File: config.mk
export PLATFORM = sky130hd
export DESIGN_NAME = vphy_adv_regs
export DESIGN_NICKNAME = d
export VERILOG_FILES = /design/src/verilog/vphy_adv_pkg.sv /design/src/verilog/vphy_adv_regs.sv /design/src/verilog/strap_capture.sv
export SDC_FILE = /design/constraint.sdc
export NUM_CORES = 1
export LEC_CHECK = 0
export BUFFER_PORTS_ARGS = -buffer_cell sky130_fd_sc_hd__buf_4
export CORE_MARGIN = 4
export CORE_UTILIZATION = 41
export DETAILED_ROUTE_END_ITERATION = 6
export PLACE_DENSITY = 0.81
export SYNTH_ARGS = -nofsm -noshare
export SYNTH_HDL_FRONTEND = slang
export SYNTH_SLANG_ARGS = --single-unit
File: constraint.sdc
create_clock -name sys_clk -period 1.9 [get_ports sys_clk]
set_clock_uncertainty 0.15 [all_clocks]
set_input_delay 0.19 -clock sys_clk [delete_from_list [all_inputs] [get_ports sys_clk]]
set_output_delay 0.19 -clock sys_clk [all_outputs]
set_load 0.05 [all_outputs]
File: src/verilog/vphy_adv_pkg.sv
// Purpose: constants for the emulated phy advertisement registers
// Assumes: 100 MHz sys_clk, byte offsets on the 32-bit register port
// Notes:   mii index is the register number of the serial frame
package vphy_adv_pkg;

  // ==========================================================
  // register map
  localparam logic [8:0]  ADV_OFFSET       = 9'h1D0;
  localparam logic [8:0]  PARTNER_OFFSET   = 9'h1D4;
  localparam logic [4:0]  ADV_INDEX        = 5'h04;
  localparam logic [4:0]  PARTNER_INDEX    = 5'h05;

  // ==========================================================
  // field positions
  localparam int          NEXT_PAGE_BIT    = 15;
  localparam int          ACK_BIT          = 14;
  localparam int          RESERVED_BIT     = 12;
  localparam int          REMOTE_FAULT_BIT = 13;
  localparam int          ASYM_PAUSE_BIT   = 11;
  localparam int          SYM_PAUSE_BIT    = 10;
  localparam int          T4_BIT           = 9;
  localparam int          TX_FD_BIT        = 8;
  localparam int          TX_HD_BIT        = 7;
  localparam int          T10_FD_BIT       = 6;
  localparam int          T10_HD_BIT       = 5;

  // ==========================================================
  // masks and reset values
  localparam logic [15:0] ADV_WRITE_MASK   = 16'h0DFF;
  localparam logic [15:0] ADV_RESET_BASE   = 16'h01E1;
  localparam logic [15:0] PAUSE_MASK       = 16'h0C00;
  localparam logic [15:0] PARTNER_FIXED    = 16'h4000;
  localparam logic [15:0] PARTNER_MIRROR   = 16'h3FFF;
  localparam logic [15:0] PAD_ZERO         = 16'h0000;
  localparam logic [31:0] UNMAPPED_READ    = 32'h0000_0000;

endpackage

File: src/verilog/vphy_adv_regs.sv
// Purpose: emulated phy advertisement and partner ability registers
// Assumes: one-cycle request strobes from the register port, serial frame
//          engine and configuration loader
// Notes:   answers come one cycle after the strobe
//
// Contract
// - upper 16 bits read zero; serial access sees 16-bit word
// - next-page advertisement bit 15 reads zero, not writable
// - remote-fault advertisement bit 13 reads zero, not writable
// - asymmetric and symmetric pause bits 11 and 10 are writable
// - pause bits reset to one if strap low, zero if high
// - strap level captured at reset release and held
// - 100BASE-T4 bit 9 reads zero, not writable
// - 100BASE-X full and half duplex bits 8, 7 writable, reset one
// - 10BASE-T full and half duplex bits 6, 5 writable, reset one
// - strap defaults overwrite the advertisement bits after reset or reload command; loader writes the writable bits
// - partner ability register is read-only with emulated values
// - partner next-page bit 15 always reads zero
// - partner acknowledge bit 14 always reads one
`timescale 1ns/100ps
`default_nettype none
module vphy_adv_regs
  import vphy_adv_pkg::*;
(
  input  wire logic        sys_clk,
  input  wire logic        reset_n,
  input  wire logic        flow_control_default_strap,
  input  wire logic        reload_cmd,
  input  wire logic        cfg_load_valid,
  input  wire logic [15:0] cfg_load_data,
  input  wire logic        reg_wr,
  input  wire logic        reg_rd,
  input  wire logic [8:0]  reg_addr,
  input  wire logic [31:0] reg_wdata,
  output logic [31:0]      reg_rdata,
  output logic             reg_ack,
  input  wire logic        mii_wr,
  input  wire logic        mii_rd,
  input  wire logic [4:0]  mii_regad,
  input  wire logic [15:0] mii_wdata,
  output logic [15:0]      mii_rdata,
  output logic             mii_ack,
  output logic [15:0]      advertise_word,
  output logic             defaults_loaded
);

  logic        strap_level;
  logic        strap_valid;
  logic        strap_valid_d;
  logic [15:0] emulated_phy_advertise;
  logic [15:0] next_advertise;
  logic [31:0] next_reg_rdata;
  logic        next_reg_ack;
  logic [15:0] next_mii_rdata;
  logic        next_mii_ack;
  logic        next_defaults_loaded;
  logic [15:0] partner_word;
  logic [15:0] default_word;

  // ==========================================================
  // strap capture
  strap_capture u_strap (
    .sys_clk     (sys_clk),
    .reset_n     (reset_n),
    .strap_pin   (flow_control_default_strap),
    .strap_level (strap_level),
    .strap_valid (strap_valid)
  );

  // ==========================================================
  // helpers
  function automatic logic [15:0] keep_fixed(input logic [15:0] old_word,
                                             input logic [15:0] new_word);
    keep_fixed = (old_word & ~ADV_WRITE_MASK) | (new_word & ADV_WRITE_MASK);
  endfunction

  function automatic logic [15:0] read_word(input logic [1:0]  sel,
                                            input logic [15:0] adv,
                                            input logic [15:0] partner);
    case (sel)
      2'h1:    read_word = adv;
      2'h2:    read_word = partner;
      default: read_word = PAD_ZERO;
    endcase
  endfunction

  function automatic logic [1:0] decode_offset(input logic [8:0] addr);
    if (addr == ADV_OFFSET) begin
      decode_offset = 2'h1;
    end else if (addr == PARTNER_OFFSET) begin
      decode_offset = 2'h2;
    end else begin
      decode_offset = 2'h0;
    end
  endfunction

  function automatic logic [1:0] decode_index(input logic [4:0] idx);
    if (idx == ADV_INDEX) begin
      decode_index = 2'h1;
    end else if (idx == PARTNER_INDEX) begin
      decode_index = 2'h2;
    end else begin
      decode_index = 2'h0;
    end
  endfunction

  // ==========================================================
  // default and emulated words
  always_comb begin
    default_word = ADV_RESET_BASE;
    if (!strap_level) begin
      default_word = ADV_RESET_BASE | PAUSE_MASK;
    end
    partner_word = (emulated_phy_advertise & PARTNER_MIRROR) | PARTNER_FIXED;
    partner_word[NEXT_PAGE_BIT] = 1'b0;
    partner_word[ACK_BIT] = 1'b1;
  end

  // ==========================================================
  // advertisement register
  always_comb begin
    next_advertise       = emulated_phy_advertise;
    next_defaults_loaded = defaults_loaded;
    if (strap_valid && !strap_valid_d) begin
      next_advertise       = default_word;
      next_defaults_loaded = 1'b1;
    end else if (reload_cmd) begin
      next_advertise = default_word;
    end else if (cfg_load_valid) begin
      next_advertise = keep_fixed(emulated_phy_advertise, cfg_load_data);
    end else if (reg_wr && decode_offset(reg_addr) == 2'h1) begin
      next_advertise = keep_fixed(emulated_phy_advertise, reg_wdata[15:0]);
    end else if (mii_wr && decode_index(mii_regad) == 2'h1) begin
      next_advertise = keep_fixed(emulated_phy_advertise, mii_wdata);
    end
    next_advertise[NEXT_PAGE_BIT]    = 1'b0;
    next_advertise[ACK_BIT]          = 1'b0;
    next_advertise[REMOTE_FAULT_BIT] = 1'b0;
    next_advertise[RESERVED_BIT]     = 1'b0;
    next_advertise[T4_BIT]           = 1'b0;
  end

  always_ff @(posedge sys_clk) begin
    if (!reset_n) begin
      emulated_phy_advertise <= ADV_RESET_BASE | PAUSE_MASK;
      strap_valid_d          <= 1'b0;
      defaults_loaded        <= 1'b0;
      advertise_word         <= ADV_RESET_BASE | PAUSE_MASK;
    end else begin
      emulated_phy_advertise <= next_advertise;
      strap_valid_d          <= strap_valid;
      defaults_loaded        <= next_defaults_loaded;
      advertise_word         <= next_advertise;
    end
  end

  // ==========================================================
  // read answers
  always_comb begin
    next_reg_rdata = reg_rdata;
    next_reg_ack   = reg_rd || reg_wr;
    next_mii_rdata = mii_rdata;
    next_mii_ack   = mii_rd || mii_wr;
    if (reg_rd) begin
      next_reg_rdata = {PAD_ZERO,
                        read_word(decode_offset(reg_addr),
                                  emulated_phy_advertise, partner_word)};
      if (decode_offset(reg_addr) == 2'h0) begin
        next_reg_rdata = UNMAPPED_READ;
      end
    end
    if (mii_rd) begin
      next_mii_rdata = read_word(decode_index(mii_regad),
                                 emulated_phy_advertise, partner_word);
    end
  end

  always_ff @(posedge sys_clk) begin
    if (!reset_n) begin
      reg_rdata <= UNMAPPED_READ;
      reg_ack   <= 1'b0;
      mii_rdata <= PAD_ZERO;
      mii_ack   <= 1'b0;
    end else begin
      reg_rdata <= next_reg_rdata;
      reg_ack   <= next_reg_ack;
      mii_rdata <= next_mii_rdata;
      mii_ack   <= next_mii_ack;
    end
  end

endmodule
`default_nettype wire

File: src/verilog/strap_capture.sv
// Purpose: synchronise the flow-control strap and hold it after reset release
// Assumes: strap is quasi static, sampled on sys_clk
// Notes:   captured value stands until the next reset
`timescale 1ns/100ps
`default_nettype none
module strap_capture (
  input  wire logic sys_clk,
  input  wire logic reset_n,
  input  wire logic strap_pin,
  output logic      strap_level,
  output logic      strap_valid
);

  logic sync_1;
  logic sync_2;
  logic sync_3;
  logic next_level;
  logic next_valid;

  // ==========================================================
  // three-stage synchroniser
  always_ff @(posedge sys_clk) begin
    sync_1 <= strap_pin;
    sync_2 <= sync_1;
    sync_3 <= sync_2;
  end

  // ==========================================================
  // capture once after release
  always_comb begin
    next_level = strap_level;
    next_valid = strap_valid;
    if (!strap_valid && (sync_2 == sync_3)) begin
      next_level = sync_3;
      next_valid = 1'b1;
    end
  end

  always_ff @(posedge sys_clk) begin
    if (!reset_n) begin
      strap_level <= 1'b0;
      strap_valid <= 1'b0;
    end else begin
      strap_level <= next_level;
      strap_valid <= next_valid;
    end
  end

endmodule
`default_nettype wire

==> After elaboration in Yosys (flattened, before gate mapping) <==
Cells that the tools add are included.
{ "classes": {"n_eq_ne": 11, "mux": 22, "bitwise": 3, "reduce_logical": 10} }
{ "ops": {"columns": ["cell", "count"], "rows": [
  ["$mux 12", 6],
  ["$pmux 15 s2", 2],
  ["$mux 2", 13],
  ["$or 10x12->12 const A", 2],
  ["$eq 9x9->1 const B", 2],
  ["$mux 16", 1],
  ["$or 1x12->12 const A", 1],
  ["$eq 5x3->1 const B", 2],
  ["$eq 2x1->1 const B", 4],
  ["$reduce_bool 5->1", 1],
  ["$eq 2x2->1 const B", 2],
  ["$logic_and 1x1->1", 4],
  ["$logic_not 1->1", 2],
  ["$logic_not 2->1", 1],
  ["$logic_or 1x1->1", 2],
  ["$eq 1x1->1", 1]
]} }
{ "totals": {"register_bits": 68, "in_bits": 87} }

==> Logic depth before layout (Yosys ltp) <==
Gate-level depths: netlist of run 1.
{ "logic_depth": {"word_depth": 19, "mapped_depth": 6, "ltp_nobuf": 4} }

==> Cells and area by module <==
From an unflattened synthesis of run 1, not the netlist that was laid out.
{ "unflattened": {"hier_cells": 245, "area_unflattened_um2": 2087.0} }
{ "by_module_without_submodules": {"columns": ["module", "n_inst", "cells_each", "area_per_inst_um2"], "rows": [
  ["vphy_adv_regs", 1, 234, 1946.9],
  ["strap_capture", 1, 11, 140.1]
]} }

==> Least setup slack after synthesis of run 1 <==
Ideal clock, no wire load.
{ "synth_path": {"path_type": "input port to flip-flop", "startpoint": "in reg_addr[1]", "endpoint": "reg emulated_phy_advertise[1]", "arrival_ns": 1.277, "required_time_ns": 1.658, "slack_ns": 0.381, "cell_stages": 4, "path_buffers": 0, "path_cell_list": "nor4b_4 nand3_2 a31o_1 o32ai_1"} }
{ "synth_via": {"elab_chain_cells": 12, "elab_cells_between_ends": 14, "classes_between": "3 x eq/ne; 9 x mux; 2 x reduce/logical"} }
{ "synth_rtl": {"columns": ["item", "line_no", "rtl"], "rows": [
  ["from (decl)", "vphy_adv_regs.sv:33", "input wire logic [8:0] reg_addr,"],
  ["$eq 9x9->1", "vphy_adv_regs.sv:90", "end else if (addr == PARTNER_OFFSET) begin"],
  ["$mux 2", "vphy_adv_regs.sv:90", null],
  ["$mux 2 *", "vphy_adv_regs.sv:88", "if (addr == ADV_OFFSET) begin"],
  ["$mux 2 *", "vphy_adv_regs.sv:129", "end else if (cfg_load_valid) begin"],
  ["$mux 2 *", "vphy_adv_regs.sv:127", "end else if (reload_cmd) begin"],
  ["$mux 2 *", "vphy_adv_regs.sv:124", "if (strap_valid && !strap_valid_d) begin"],
  ["$eq 2x1->1 *", "vphy_adv_regs.sv:131", "end else if (reg_wr && decode_offset(reg_addr) == 2'h1) begin"],
  ["$logic_and 1x1->1 *", "vphy_adv_regs.sv:131", null],
  ["$mux 12", "vphy_adv_regs.sv:131", null],
  ["$mux 12", "vphy_adv_regs.sv:129", null],
  ["$mux 12", "vphy_adv_regs.sv:127", null],
  ["$mux 12", "vphy_adv_regs.sv:124", null],
  ["to (signal assigned)", "vphy_adv_regs.sv:145", "emulated_phy_advertise <= ADV_RESET_BASE | PAUSE_MASK;"],
  ["to (signal assigned)", "vphy_adv_regs.sv:150", "emulated_phy_advertise <= next_advertise;"],
  ["to (decl)", "vphy_adv_regs.sv:50", "logic [15:0] emulated_phy_advertise;"]
]} }
Every way passes the cells marked *; elsewhere a longest branch is shown, timed or not. The select of a mux whose other input is x is not followed.
A chain may end at the register's enable or synchronous reset.

==> Final worst setup path of run 1 <==
{ "layout_path": {"startpoint": "in reg_wr", "endpoint": "reg emulated_phy_advertise[7]"} }
{ "layout_via": {"elab_chain_cells": 5, "elab_cells_between_ends": 6, "classes_between": "4 x mux; 2 x reduce/logical"} }
{ "layout_rtl": {"columns": ["item", "line_no", "rtl"], "rows": [
  ["from (decl)", "vphy_adv_regs.sv:31", "input wire logic reg_wr,"],
  ["$logic_and 1x1->1 *", "vphy_adv_regs.sv:131", null],
  ["$mux 12", "vphy_adv_regs.sv:131", null],
  ["$mux 12", "vphy_adv_regs.sv:129", null],
  ["$mux 12", "vphy_adv_regs.sv:127", null],
  ["$mux 12", "vphy_adv_regs.sv:124", null]
]} }
Every way passes the cells marked *; elsewhere a longest branch is shown, timed or not.

==> flow_summary.html, run 1 <==
<table>
<tr><th>Metric</th><th>Value</th></tr>
<tr><th colspan="2">Status</th></tr>
<tr><td>Outcome</td><td>completed</td></tr>
<tr><th colspan="2">Critical path</th></tr>
<tr><td>Number of buffer and inverter instances along the worst setup path</td><td>3</td></tr>
<tr><td>Kind of capture point of the worst setup path</td><td>flop</td></tr>
<tr><td>Reg-to-reg startpoint</td><td>u_strap.strap_valid</td></tr>
<tr><td>Series of cell instances along the critical path</td><td>dlygate4sd3_1 -&gt; buf_4 -&gt; nor2b_2 -&gt; buf_6 -&gt; and3_1 -&gt; a211oi_1 -&gt; o311ai_1</td></tr>
<tr><td>Kind of critical path</td><td>input pin to flop</td></tr>
<tr><td>CP peak stage delay</td><td>0.53 ns</td></tr>
<tr><td>Endpoint of the worst-slack reg-to-reg timing path</td><td>emulated_phy_advertise[10]</td></tr>
<tr><td>Signal arrival time at the worst endpoint</td><td>1.86 ns</td></tr>
<tr><td>Highest-delay cell along the critical path</td><td>dlygate4sd3_1</td></tr>
<tr><td>Worst r2r path cells</td><td>4</td></tr>
<tr><td>Biggest fanout along the worst timing path</td><td>8</td></tr>
<tr><td>Setup slack of the worst register-to-register path</td><td>0.27 ns</td></tr>
<tr><td>Family of cells with the greatest summed delay on the critical path</td><td>buffers and inverters</td></tr>
<tr><td>Levels on crit path</td><td>7</td></tr>
<tr><td>Required time at the endpoint of the critical path</td><td>1.92 ns</td></tr>
<tr><td>Startpoint type of the worst setup path</td><td>input pin</td></tr>
<tr><th colspan="2">CTS</th></tr>
<tr><td>Clock Pin Slew Worst Setup and Hold Paths</td><td>0.08 ns</td></tr>
<tr><td>Root buffer cell</td><td>clkbuf_8</td></tr>
<tr><td>H-Tree Depth</td><td>2</td></tr>
<tr><td>TritonCTS clock tree</td><td>done</td></tr>
<tr><td>Clk sink count</td><td>44</td></tr>
<tr><td>TritonCTS Buffers</td><td>5</td></tr>
<tr><td>Largest buffer count on any clock path</td><td>2</td></tr>
<tr><td>Setup fix buffers added after clock tree synthesis</td><td>0</td></tr>
<tr><td>Source-to-sink clock delay at the later pin of the worst-skew pair</td><td>0.29 ns</td></tr>
<tr><th colspan="2">Timing</th></tr>
<tr><td>F_max</td><td>541 MHz</td></tr>
<tr><td>Finish-stage setup viols</td><td>0</td></tr>
<tr><td>Clock period minus final worst setup slack</td><td>1.85 ns</td></tr>
<tr><td>Final count of hold timing violations</td><td>0</td></tr>
<tr><td>Slew Limit Fails</td><td>0</td></tr>
<tr><td>Final worst path period share</td><td>97.2%</td></tr>
<tr><td>Min Hold Slack</td><td>0.0654 ns</td></tr>
<tr><th colspan="2">Floorplan</th></tr>
<tr><td>Chip Height</td><td>80.6 um</td></tr>
<tr><td>Num ports</td><td>154</td></tr>
<tr><td>DIE WIDTH</td><td>80.6 um</td></tr>
<tr><td>Std-Cell Rows</td><td>26</td></tr>
<tr><td>Total Die Area</td><td>6500 sq um</td></tr>
<tr><td>Initial core utilization</td><td>42.3%</td></tr>
<tr><td>Area inside the core boundary</td><td>5110 sq um</td></tr>
<tr><th colspan="2">Global routing</th></tr>
<tr><td>Global route overflow</td><td>0</td></tr>
<tr><td>Via count of the first global-routing pass</td><td>1931</td></tr>
<tr><td>GRT Total Usage</td><td>17.7%</td></tr>
<tr><td>Pin count of the biggest net entering global routing</td><td>31</td></tr>
<tr><td>Initial antenna violation count</td><td>0</td></tr>
<tr><td>Global-route wire length before repair</td><td>8980 um</td></tr>
<tr><th colspan="2">Logic synthesis</th></tr>
<tr><td>Number of register bits inferred by synthesis</td><td>44</td></tr>
<tr><td>Sequential area share after synthesis</td><td>40.7%</td></tr>
<tr><td>Post-Syn Instances</td><td>254</td></tr>
<tr><td>Area of the mapped netlist</td><td>2160 sq um</td></tr>
<tr><td>Synthesized area per cell</td><td>8.51 sq um</td></tr>
<tr><td>Post-synth cell types</td><td>37</td></tr>
<tr><td>Warnings, synthesis</td><td>0</td></tr>
<tr><th colspan="2">Placement</th></tr>
<tr><td>Number of instances in the placed design</td><td>412</td></tr>
<tr><td>Port Buffers</td><td>93</td></tr>
<tr><td>HPWL after detailed placement</td><td>4370 um</td></tr>
<tr><td>Placer's final routability congestion estimate</td><td>0.815</td></tr>
<tr><th colspan="2">Detailed routing</th></tr>
<tr><td>Detailed-route via count</td><td>2054</td></tr>
<tr><td>Number of nets with antenna violations after detailed routing</td><td>0</td></tr>
<tr><td>Initial drt markers</td><td>95</td></tr>
<tr><td>DRC</td><td>0</td></tr>
<tr><td>Number of detailed-routing iterations run before antenna repair</td><td>4</td></tr>
<tr><td>Final Routed Wirelength</td><td>5900 um</td></tr>
<tr><td>DR vias/cell</td><td>4.83</td></tr>
<tr><td>Wire length per cell after detailed routing</td><td>13.9 um</td></tr>
<tr><th colspan="2">Final layout</th></tr>
<tr><td>Antenna diodes</td><td>0</td></tr>
<tr><td>Most common library cell in the layout ignoring fill and taps</td><td>buf_4</td></tr>
<tr><td>Layout cells sized above 1</td><td>33.5%</td></tr>
<tr><td>Highest-count cells in the layout ignoring fill and taps</td><td>99 x buf_4, 45 x nor2_1, 44 x dfxtp_1, 29 x conb_1</td></tr>
<tr><td>Non-filler instance count after layout</td><td>425</td></tr>
<tr><td>Number of nets in the layout</td><td>442</td></tr>
<tr><td>Relative area change from synthesis to final layout</td><td>38.8%</td></tr>
<tr><th colspan="2">Hold path</th></tr>
<tr><td>Classification of the worst-slack hold path</td><td>input pin to flop</td></tr>
<tr><td>Launch point of the worst hold path</td><td>reg_wdata[1]</td></tr>
<tr><td>Worst Hold Path Cells</td><td>3</td></tr>
<tr><td>Endpoint with the worst hold slack</td><td>emulated_phy_advertise[1]</td></tr>
<tr><th colspan="2">Power</th></tr>
<tr><td>Leakage</td><td>1.38 nW</td></tr>
<tr><td>Power Dens Cells</td><td>673 nW/um^2</td></tr>
<tr><td>Peak VDD IR</td><td>0.325 mV</td></tr>
<tr><th colspan="2">Flow run</th></tr>
<tr><td>Number of maximum-capacitance violations</td><td>0</td></tr>
</table>
final cells by class:
| cell class | count | area (sq um) |
|---|---|---|
| clock buffers | 6 | 72.6 |
| well taps | 70 | 87.6 |
| fillers | 482 | 2110 |
| flip-flops and latches | 44 | 881 |
| clock inverters | 1 | 5.00 |
| repair buffers | 107 | 826 |
| inverters | 12 | 45.0 |
| multi-input cells | 185 | 1080 |
where the power goes:
part           leakage (nW)  total [mW]  internal [mW]  switching (mW)
sequential            0.359       0.982          0.953          0.0296
combinational         0.982       0.487          0.166           0.321
clock                0.0410       0.549          0.250           0.299
total                  1.38        2.02           1.37           0.650
metrics by stage:
stage	power [mW]	instance area (sq um)	setup TNS, ns	setup WS, ns	utilization (%)
floorplan	1.35	2270	0	0.381	-
global placement	1.47	2830	0	0.201	55.4
detailed placement	1.47	2830	0	0.130	55.4
CTS	2.03	2970	0	0.0170	58.1
global route	2.10	3000	-0.00965	-0.00555	58.7
finish	2.02	3000	0	0.0530	58.7
logic make-up after synthesis:
kind of cell | share of synthesized area (%)
simple gates | 24.9
compound gates | 18.6
buf+inv | 15.2
flops | 40.7
xor+xnor | 0.405
other cells | 0.173
synth_stat cells:
cell / count / area [sq um]
nand3_2: 1 / 10.0
o311ai_1: 5 / 43.8
o32ai_1: 4 / 35.0
o21ai_0: 2 / 10.0
and3_2: 2 / 15.0
nand2b_1: 1 / 6.26
nand4_1: 7 / 43.8
a31o_1: 1 / 8.76
nor4b_2: 1 / 15.0
buf_4: 32 / 240
nor4b_4: 1 / 23.8
buf_2: 2 / 10.0
inv_1: 11 / 41.3
o221ai_1: 2 / 17.5
clkinv_1: 1 / 3.75
conb_1: 1 / 3.75
nand3_1: 3 / 15.0
nor3_2: 1 / 10.0
and4b_1: 1 / 10.0
and2_1: 2 / 12.5
a21oi_1: 26 / 130
o2bb2ai_1: 4 / 35.0
and3_1: 1 / 6.26
or2_2: 2 / 12.5
xnor2_1: 1 / 8.76
nand3b_4: 1 / 20.0
clkbuf_1: 5 / 18.8
nor2_1: 45 / 169
a311oi_2: 1 / 15.0
a211oi_1: 5 / 37.5
buf_6: 1 / 11.3
nor2b_1: 27 / 169
buf_1: 1 / 3.75
a2bb2oi_1: 2 / 17.5
dfxtp_1: 44 / 881
a31oi_1: 5 / 31.3
o211a_1: 2 / 20.0
worst max-delay path by stage:
| stage | from | endpoint | slack, ns |
|---|---|---|---|
| 6_report | reg_wr | emulated_phy_advertise[7] | 0.05 |
| 2_1_floorplan | reg_addr[1] | emulated_phy_advertise[1] | 0.38 |
| 5_1_grt | reg_wr | emulated_phy_advertise[8] | -0.006 |
| 3_5_place_dp | mii_regad[1] | emulated_phy_advertise[2] | 0.13 |
| 4_1_cts | reg_wr | emulated_phy_advertise[2] | 0.02 |
| 3_3_place_gp | mii_regad[1] | emulated_phy_advertise[2] | 0.20 |
metal layers:
layer	part of all wire, %	up-vias	global-route usage, %
met2	49	91	31.2
met5	0	-	0
met4	0.53	0	4.05
met3	8.7	4	5.16
met1	42	943	20.9
li1	-	1016	-
flip-flops by register name, indices dropped and copies added (netlist names):
register,flops
u_strap.sync_3,1
mii_ack,1
reg_rdata,12
u_strap.strap_valid,1
u_strap.strap_level,1
mii_rdata,12
strap_valid_d,1
emulated_phy_advertise,11
defaults_loaded,1
u_strap.sync_1,1
reg_ack,1
u_strap.sync_2,1
timing repair:
item | CTS | global route
gates resized for setup | 0 | 6
hold endpoints to repair | 9 | 0
endpoints found under the setup margin | 0 | 11
hold buffers | 6 | 0
worst register-to-register path: cells and delay by family, from the launching register on:
kind / cells / cell delay, ns
DFF: 1 / 0.35
and+or+nand+nor: 3 / 0.80
AOI/OAI and AO/OA: 1 / 0.21
No activity file was read; power rests on OpenSTA's default activity.
==> inputs of run 2 (changes only) <==
--- a/config.mk
+++ b/config.mk
@@ -7,9 +7,10 @@
 export LEC_CHECK = 0
 export BUFFER_PORTS_ARGS = -buffer_cell sky130_fd_sc_hd__buf_4
 export CORE_MARGIN = 4
-export CORE_UTILIZATION = 41
+export CORE_UTILIZATION = 42
+export CTS_BUF_LIST = sky130_fd_sc_hd__clkbuf_2 sky130_fd_sc_hd__clkbuf_4 sky130_fd_sc_hd__clkbuf_8
 export DETAILED_ROUTE_END_ITERATION = 6
-export PLACE_DENSITY = 0.81
+export PLACE_DENSITY = 0.83
 export SYNTH_ARGS = -nofsm -noshare
 export SYNTH_HDL_FRONTEND = slang
 export SYNTH_SLANG_ARGS = --single-unit
==> run 2 against run 1 <==
  * Die area down 2.1%
  * Routed wire length is 2.2% higher
  * Clock-buffer cell count stayed put
  * First-iteration DRC count is 25% lower
  * Combinational power shrank 1%
  * Cell area shrank 1.2%
  * Cell count down 0.71%
  * Sequential power about the same
  * Largest power group unchanged
  * Largest cell class unchanged
==> flow_summary.html, run 2 (same netlist as run 1, synthesis figures left out) <==
<table>
<tr><th>Metric</th><th>Value</th></tr>
<tr><th colspan="2">Critical path</th></tr>
<tr><td>Kind of critical path</td><td>input pin to flop</td></tr>
<tr><td>Startpoint type of the worst setup path</td><td>input pin</td></tr>
<tr><td>Signal arrival time at the worst endpoint</td><td>1.77 ns (-0.09 ns)</td></tr>
<tr><td>Biggest fanout along the worst timing path</td><td>21 (+13)</td></tr>
<tr><td>Kind of capture point of the worst setup path</td><td>flop</td></tr>
<tr><td>Required time at the endpoint of the critical path</td><td>1.93 ns (about the same)</td></tr>
<tr><th colspan="2">Timing</th></tr>
<tr><td>Slew Limit Fails</td><td>0 (unchanged)</td></tr>
<tr><td>Clock period minus final worst setup slack</td><td>1.74 ns (-0.110 ns)</td></tr>
<tr><td>Min Hold Slack</td><td>0.0000879 ns (-0.0653 ns)</td></tr>
<tr><td>Setup TNS</td><td>0 ns (unchanged)</td></tr>
<tr><td>Final worst path period share</td><td>91.4% (-5.8 points)</td></tr>
<tr><td>Max_slew headroom</td><td>53.5%</td></tr>
<tr><td>Least-Margin Pin Slew</td><td>0.697 ns</td></tr>
<tr><td>Finish-stage setup viols</td><td>0 (unchanged)</td></tr>
<tr><td>Unrepaired setup endpoints after global routing</td><td>false</td></tr>
<tr><td>Final count of hold timing violations</td><td>0 (unchanged)</td></tr>
<tr><td>F_max</td><td>576 MHz (+6.3%)</td></tr>
<tr><th colspan="2">Final layout</th></tr>
<tr><td>Non-filler instance count after layout</td><td>422 (-0.71%)</td></tr>
<tr><td>Number of nets in the layout</td><td>442 (unchanged)</td></tr>
<tr><td>Registers with the highest flip-flop counts</td><td>mii_rdata (12), reg_rdata (12), emulated_phy_advertise (11)</td></tr>
<tr><td>Layout cells sized above 1</td><td>33.5% (unchanged)</td></tr>
<tr><td>Antenna diodes</td><td>0 (unchanged)</td></tr>
<tr><td>Relative area change from synthesis to final layout</td><td>37.1%</td></tr>
<tr><td>Most common library cell in the layout ignoring fill and taps</td><td>buf_4</td></tr>
<tr><td>Highest-count cells in the layout ignoring fill and taps</td><td>102 x buf_4, 45 x nor2_1, 44 x dfxtp_1, 29 x conb_1, 27 x nor2b_1</td></tr>
<tr><th colspan="2">Detailed routing</th></tr>
<tr><td>DR vias/cell</td><td>4.98 (+3.1%)</td></tr>
<tr><td>Detailed-route via count</td><td>2103 (+2.4%)</td></tr>
<tr><td>Final Routed Wirelength</td><td>6030 um (+2.2%)</td></tr>
<tr><td>Number of detailed-routing iterations run before antenna repair</td><td>4 (unchanged)</td></tr>
<tr><td>Wire length per cell after detailed routing</td><td>14.3 um (+3.0%)</td></tr>
<tr><td>DRC</td><td>0 (unchanged)</td></tr>
<tr><td>Initial drt markers</td><td>71 (-25%)</td></tr>
<tr><td>Number of nets with antenna violations after detailed routing</td><td>0 (unchanged)</td></tr>
<tr><th colspan="2">Placement</th></tr>
<tr><td>HPWL after detailed placement</td><td>4680 um (+7.1%)</td></tr>
<tr><td>Placer's final routability congestion estimate</td><td>0.873 (+7.0%)</td></tr>
<tr><td>Port Buffers</td><td>93 (unchanged)</td></tr>
<tr><td>Number of instances in the placed design</td><td>410 (-0.49%)</td></tr>
<tr><th colspan="2">Floorplan</th></tr>
<tr><td>Chip Height</td><td>79.8 um (-1.1%)</td></tr>
<tr><td>Initial core utilization</td><td>44.6% (+2.3 points)</td></tr>
<tr><td>Area inside the core boundary</td><td>4850 sq um (-5.1%)</td></tr>
<tr><td>Num ports</td><td>154 (unchanged)</td></tr>
<tr><td>Std-Cell Rows</td><td>25 (-3.8%)</td></tr>
<tr><td>DIE WIDTH</td><td>79.8 um (-1.1%)</td></tr>
<tr><td>Total Die Area</td><td>6360 sq um (-2.1%)</td></tr>
<tr><th colspan="2">CTS</th></tr>
<tr><td>Largest buffer count on any clock path</td><td>2 (unchanged)</td></tr>
<tr><td>TritonCTS clock tree</td><td>done</td></tr>
<tr><td>Clock Pin Slew Worst Setup and Hold Paths</td><td>0.08 ns (about the same)</td></tr>
<tr><td>H-Tree Depth</td><td>2 (unchanged)</td></tr>
<tr><td>Clk sink count</td><td>44 (unchanged)</td></tr>
<tr><td>TritonCTS Buffers</td><td>5 (unchanged)</td></tr>
<tr><td>Root buffer cell</td><td>clkbuf_8</td></tr>
<tr><td>Source-to-sink clock delay at the later pin of the worst-skew pair</td><td>0.29 ns (about the same)</td></tr>
<tr><td>Cts repair resizes</td><td>0 (unchanged)</td></tr>
<tr><th colspan="2">Power</th></tr>
<tr><td>Part of the total power dissipated in sequential elements</td><td>48.7% (about the same)</td></tr>
<tr><td>Leakage</td><td>1.38 nW (-0.13%)</td></tr>
<tr><td>Peak VDD IR</td><td>0.328 mV (+0.95%)</td></tr>
<tr><td>Portion of total power attributed to combinational logic</td><td>23.8% (-0.3 points)</td></tr>
<tr><td>Power Dens Cells</td><td>681 nW/um^2 (+1.2%)</td></tr>
<tr><td>Internal power</td><td>1.38 mW (+0.76%)</td></tr>
<tr><td>Sw Pwr</td><td>0.640 mW (-1.6%)</td></tr>
<tr><td>Share of total power in the clock network</td><td>27.5% (+0.3 points)</td></tr>
<tr><td>Switching share of power</td><td>31.7% (-0.51 points)</td></tr>
<tr><th colspan="2">Hold path</th></tr>
<tr><td>Classification of the worst-slack hold path</td><td>input pin to flop</td></tr>
<tr><th colspan="2">Global routing</th></tr>
<tr><td>Global-route wire length before repair</td><td>9450 um (+5.2%)</td></tr>
<tr><td>Pin count of the biggest net entering global routing</td><td>22 (-29%)</td></tr>
<tr><td>GRT Total Usage</td><td>18.8% (+1.1 points)</td></tr>
<tr><td>Via count of the first global-routing pass</td><td>2010 (+4.1%)</td></tr>
<tr><td>Global route overflow</td><td>0 (unchanged)</td></tr>
<tr><td>Initial antenna violation count</td><td>0 (unchanged)</td></tr>
<tr><th colspan="2">Status</th></tr>
<tr><td>Outcome</td><td>completed</td></tr>
<tr><th colspan="2">Flow run</th></tr>
<tr><td>Number of maximum-capacitance violations</td><td>0 (unchanged)</td></tr>
</table>
## run 2: cell types whose count changed in the layout (fill, tap and decap cells not counted), sizes merged
cell	before	now
buf	101	102
dlygate4sd3	6	5
## run 2: area by class of cell
type                            instances  area, sq um
Clock buffer                            6         76.3
Clock inverter                          1         5.00
Fill cell                             452         1880
Inverter                               12         45.0
Multi-Input combinational cell        185         1060
Sequential cell                        44          881
Tap cell                               67         83.8
Timing Repair Buffer                  107          816
## run 2: routing by layer
metal / up-vias / track usage [%] / wire, um
met5: - / 0 / 0
met4: 0 / 8.11 / 160
met3: 17 / 4.29 / 514
met2: 99 / 30.7 / 2810
met1: 967 / 23.7 / 2540
li1: 1020 / - / -
## run 2: what timing repair did
item | CTS | global route
setup buffers | 0 | 0
hold buffers | 5 | 0
hold endpoints to repair | 9 | 0
## run 2: per-stage QoR
stage               total power, mW  area [sq um]  setup WS [ns]  utilization, %
global placement               1.47          2830          0.187            58.4
global route                   2.10          2960         0.0644            61.1
finish                         2.02          2960          0.163            61.1
CTS                            2.03          2960          0.157            61.1
detailed placement             1.47          2830          0.132            58.4
floorplan                      1.35          2270          0.381               -
## run 2: worst paths after layout
| path | slack, ns | cells after the start | endpoint | from |
|---|---|---|---|---|
| min | 0.00009 | 3 | reg_rdata[14] | reg_addr[2] |
| max | 0.16 | 5 | mii_rdata[7] | reset_n |
| min reg2reg | 0.19 | 0 | u_strap.sync_2 | u_strap.sync_1 |
| max reg2reg | 0.36 | 4 | emulated_phy_advertise[10] | u_strap.strap_valid |
## run 2: power groups by stage
stage	sequential, mW	combinational, mW	clock, mW
2_1_floorplan	1.07	0.280	0
3_3_place_gp	1.00	0.463	0
4_1_cts	0.983	0.480	0.567
3_5_place_dp	1.00	0.470	0
5_1_grt	0.989	0.510	0.603
6_report	0.983	0.480	0.555
## run 2: worst max-delay path, cell delays in order
cell,delay [ns]
dlygate4sd3_1,0.54
buf_4,0.17
inv_1,0.52
buf_4,0.29
nor2_1,0.06
==> inputs of run 3 (changes only) <==
--- a/config.mk
+++ b/config.mk
@@ -10,7 +10,7 @@
 export CORE_UTILIZATION = 42
 export CTS_BUF_LIST = sky130_fd_sc_hd__clkbuf_2 sky130_fd_sc_hd__clkbuf_4 sky130_fd_sc_hd__clkbuf_8
 export DETAILED_ROUTE_END_ITERATION = 6
-export PLACE_DENSITY = 0.83
+export PLACE_DENSITY = 0.92
 export SYNTH_ARGS = -nofsm -noshare
 export SYNTH_HDL_FRONTEND = slang
 export SYNTH_SLANG_ARGS = --single-unit
==> run 3 against run 2 <==
  * Register-to-register slack better by 0.05 ns
  * Via count decreased by 1.2%
  * Fmax is 0.25% higher
  * First-iteration DRC count up 39%
  * Routed wire length increased by 0.50%
  * Cell count unchanged
  * Hold slack improved by 0.053 ns
  * Core utilization grew 1.1 points
  * Non-clock buffer count is 1 lower
  * Power rose by 10%
  * Die area did not move
  * Cell area rose by 1.7%
  * Critical endpoint is now emulated_phy_advertise[11]
  * Largest cell class unchanged
  * Highest routed layer unchanged
==> flow_summary.html, run 3 (same netlist as run 1, synthesis figures left out) <==
<table>
<tr><th>Metric</th><th>Value</th></tr>
<tr><th colspan="2">Placement</th></tr>
<tr><td>Placer's final routability congestion estimate</td><td>0.873 (about the same)</td></tr>
<tr><td>Number of instances in the placed design</td><td>408 (-0.49%)</td></tr>
<tr><td>Port Buffers</td><td>93 (unchanged)</td></tr>
<tr><td>Pre-CTS setup slack</td><td>0.143 ns (+0.0114 ns)</td></tr>
<tr><td>HPWL after detailed placement</td><td>4680 um (about the same)</td></tr>
<tr><th colspan="2">Critical path</th></tr>
<tr><td>Kind of critical path</td><td>input pin to flop</td></tr>
<tr><td>Required time at the endpoint of the critical path</td><td>1.93 ns (about the same)</td></tr>
<tr><td>CP peak stage delay</td><td>0.54 ns (about the same)</td></tr>
<tr><td>Most Frequent Cell on Critical Path</td><td>buf_4</td></tr>
<tr><td>Highest-delay cell along the critical path</td><td>dlygate4sd3_1</td></tr>
<tr><td>Biggest fanout along the worst timing path</td><td>11 (-48%)</td></tr>
<tr><td>Series of cell instances along the critical path</td><td>dlygate4sd3_1 -&gt; buf_4 -&gt; nor2b_2 -&gt; nand3_2 -&gt; buf_4 -&gt; nand4_1 -&gt; a2bb2oi_1</td></tr>
<tr><td>Startpoint type of the worst setup path</td><td>input pin</td></tr>
<tr><td>Signal arrival time at the worst endpoint</td><td>1.77 ns (about the same)</td></tr>
<tr><td>Kind of capture point of the worst setup path</td><td>flop</td></tr>
<tr><th colspan="2">Detailed routing</th></tr>
<tr><td>Number of nets with antenna violations after detailed routing</td><td>0 (unchanged)</td></tr>
<tr><td>DRC</td><td>0 (unchanged)</td></tr>
<tr><td>Detailed-route via count</td><td>2077 (-1.2%)</td></tr>
<tr><td>Initial drt markers</td><td>99 (+39%)</td></tr>
<tr><td>Number of detailed-routing iterations run before antenna repair</td><td>4 (unchanged)</td></tr>
<tr><td>DR vias/cell</td><td>4.92 (-1.2%)</td></tr>
<tr><td>Final Routed Wirelength</td><td>6060 um (+0.50%)</td></tr>
<tr><td>Wire length per cell after detailed routing</td><td>14.4 um (+0.50%)</td></tr>
<tr><th colspan="2">Timing</th></tr>
<tr><td>Unrepaired setup endpoints after global routing</td><td>false</td></tr>
<tr><td>Min Hold Slack</td><td>0.0532 ns (+0.0531 ns)</td></tr>
<tr><td>Final count of hold timing violations</td><td>0 (unchanged)</td></tr>
<tr><td>Setup TNS</td><td>0 ns (unchanged)</td></tr>
<tr><td>Final worst path period share</td><td>91.2% (-0.23 points)</td></tr>
<tr><td>Finish-stage setup viols</td><td>0 (unchanged)</td></tr>
<tr><td>Clock period minus final worst setup slack</td><td>1.73 ns (-0.00433 ns)</td></tr>
<tr><td>F_max</td><td>577 MHz (+0.25%)</td></tr>
<tr><td>Worst setup margin</td><td>0.167 ns (+0.00433 ns)</td></tr>
<tr><td>Slew Limit Fails</td><td>0 (unchanged)</td></tr>
<tr><th colspan="2">Final layout</th></tr>
<tr><td>Non-filler instance count after layout</td><td>422 (unchanged)</td></tr>
<tr><td>Relative area change from synthesis to final layout</td><td>39.5%</td></tr>
<tr><td>Highest-count cells in the layout ignoring fill and taps</td><td>99 x buf_4, 45 x nor2_1, 44 x dfxtp_1, 29 x conb_1</td></tr>
<tr><td>Layout cells sized above 1</td><td>33.8% (+0.28 points)</td></tr>
<tr><td>Antenna diodes</td><td>0 (unchanged)</td></tr>
<tr><td>Area taken by flip-flops and latches</td><td>881 sq um (unchanged)</td></tr>
<tr><td>Registers with the highest flip-flop counts</td><td>mii_rdata (12), reg_rdata (12), emulated_phy_advertise (11)</td></tr>
<tr><td>Number of nets in the layout</td><td>441 (-0.23%)</td></tr>
<tr><td>Most common library cell in the layout ignoring fill and taps</td><td>buf_4</td></tr>
<tr><td>Footprint of the multi-input gates</td><td>1060 sq um (+0.36%)</td></tr>
<tr><td>Filler instances</td><td>431 (-4.6%)</td></tr>
<tr><th colspan="2">Hold path</th></tr>
<tr><td>Classification of the worst-slack hold path</td><td>input pin to flop</td></tr>
<tr><th colspan="2">Power</th></tr>
<tr><td>Peak VDD IR</td><td>0.445 mV (+36%)</td></tr>
<tr><td>Internal power</td><td>1.55 mW (+12%)</td></tr>
<tr><td>Leakage</td><td>1.40 nW (+1.2%)</td></tr>
<tr><td>Switching share of power</td><td>30.2% (-1.4 points)</td></tr>
<tr><td>Sw Pwr</td><td>0.671 mW (+4.9%)</td></tr>
<tr><td>Portion of total power attributed to combinational logic</td><td>21.8% (-2.0 points)</td></tr>
<tr><td>Part of the total power dissipated in sequential elements</td><td>44.3% (-4.4 points)</td></tr>
<tr><td>Share of total power in the clock network</td><td>33.9% (+6.4 points)</td></tr>
<tr><td>Power Dens Cells</td><td>736 nW/um^2 (+8.1%)</td></tr>
<tr><th colspan="2">Floorplan</th></tr>
<tr><td>Area inside the core boundary</td><td>4850 sq um (unchanged)</td></tr>
<tr><td>DIE WIDTH</td><td>79.8 um (unchanged)</td></tr>
<tr><td>Num ports</td><td>154 (unchanged)</td></tr>
<tr><td>Std-Cell Rows</td><td>25 (unchanged)</td></tr>
<tr><td>Chip Height</td><td>79.8 um (unchanged)</td></tr>
<tr><td>Initial core utilization</td><td>44.6% (unchanged)</td></tr>
<tr><td>Total Die Area</td><td>6360 sq um (unchanged)</td></tr>
<tr><th colspan="2">CTS</th></tr>
<tr><td>Root buffer cell</td><td>clkbuf_8</td></tr>
<tr><td>TritonCTS Buffers</td><td>5 (unchanged)</td></tr>
<tr><td>TritonCTS clock tree</td><td>done</td></tr>
<tr><td>Source-to-sink clock delay at the later pin of the worst-skew pair</td><td>0.30 ns (about the same)</td></tr>
<tr><td>Clock Pin Slew Worst Setup and Hold Paths</td><td>0.08 ns (about the same)</td></tr>
<tr><td>H-Tree Depth</td><td>2 (unchanged)</td></tr>
<tr><td>Largest buffer count on any clock path</td><td>2 (unchanged)</td></tr>
<tr><td>Clk sink count</td><td>44 (unchanged)</td></tr>
<tr><th colspan="2">Global routing</th></tr>
<tr><td>Initial antenna violation count</td><td>0 (unchanged)</td></tr>
<tr><td>Global-route wire length before repair</td><td>9810 um (+3.9%)</td></tr>
<tr><td>Via count of the first global-routing pass</td><td>2064 (+2.7%)</td></tr>
<tr><td>GRT Total Usage</td><td>19.7% (+0.89 points)</td></tr>
<tr><td>Global route overflow</td><td>0 (unchanged)</td></tr>
<tr><td>Pin count of the biggest net entering global routing</td><td>26 (+18%)</td></tr>
<tr><th colspan="2">Status</th></tr>
<tr><td>Outcome</td><td>completed</td></tr>
<tr><th colspan="2">Flow run</th></tr>
<tr><td>Number of maximum-capacitance violations</td><td>0 (unchanged)</td></tr>
</table>
## run 3: changes by cell type in the layout (fill, tap and decap cells not counted), sizes merged
cell         change
buf              -2
bufinv           +1
dlygate4sd3      +1
## run 3: metal layers
layer / track usage (%) / up-vias / part of all wire, %
met5: 0 / - / 0
met4: 5.74 / 0 / 1.0
met3: 4.74 / 6 / 8.4
met2: 34.0 / 90 / 48
met1: 24.3 / 965 / 43
li1: - / 1016 / -
## run 3: what timing repair did
item / 4_1_cts / 5_1_grt
setup endpoints to repair: 0 / 11
hold buffers: 6 / 0
gates resized for setup: 0 / 2
setup buffers: 0 / 0
endpoints found under the hold margin: 10 / 0
## run 3: through the flow
stage                     instance area (sq um)  total power, mW  util (%)
after detailed placement                   2830             1.48      58.4
after CTS                                  3010             2.24      62.1
final                                      3020             2.22      62.2
after global placement                     2830             1.47      58.4
after floorplan                            2270             1.35         -
after global routing                       3020             2.31      62.2
## run 3: final timing paths
path / start / end / slack, ns / depth (start not counted)
min: reg_wdata[2] / emulated_phy_advertise[2] / 0.05 / 3
min reg2reg: u_strap.sync_1 / u_strap.sync_2 / 0.19 / 0
max reg2reg: strap_valid_d / emulated_phy_advertise[5] / 0.41 / 4
max: reg_wr / emulated_phy_advertise[11] / 0.17 / 7
## run 3: power groups by stage
stage | clock network (mW) | registers [mW] | logic (mW)
after floorplan | 0 | 1.07 | 0.280
after global placement | 0 | 1.01 | 0.463
after detailed placement | 0 | 1.01 | 0.472
after CTS | 0.769 | 0.985 | 0.482
after global routing | 0.803 | 0.989 | 0.517
final | 0.753 | 0.984 | 0.483
## run 3: area by class of cell
type | instances | share of cell area, %
clock buffer | 6 | 2.74
clock inverter | 2 | 1.29
inverter | 12 | 1.49
multi-input combinational | 185 | 35.2
sequential | 44 | 29.2
tap | 67 | 2.78
timing repair buffer | 106 | 27.3
## run 3: critical path, delay by kind of cell
kind | cells | cell delay, ns
compound gates | 1 | 0.21
buf+inv | 3 | 0.85
simple gates | 3 | 0.51
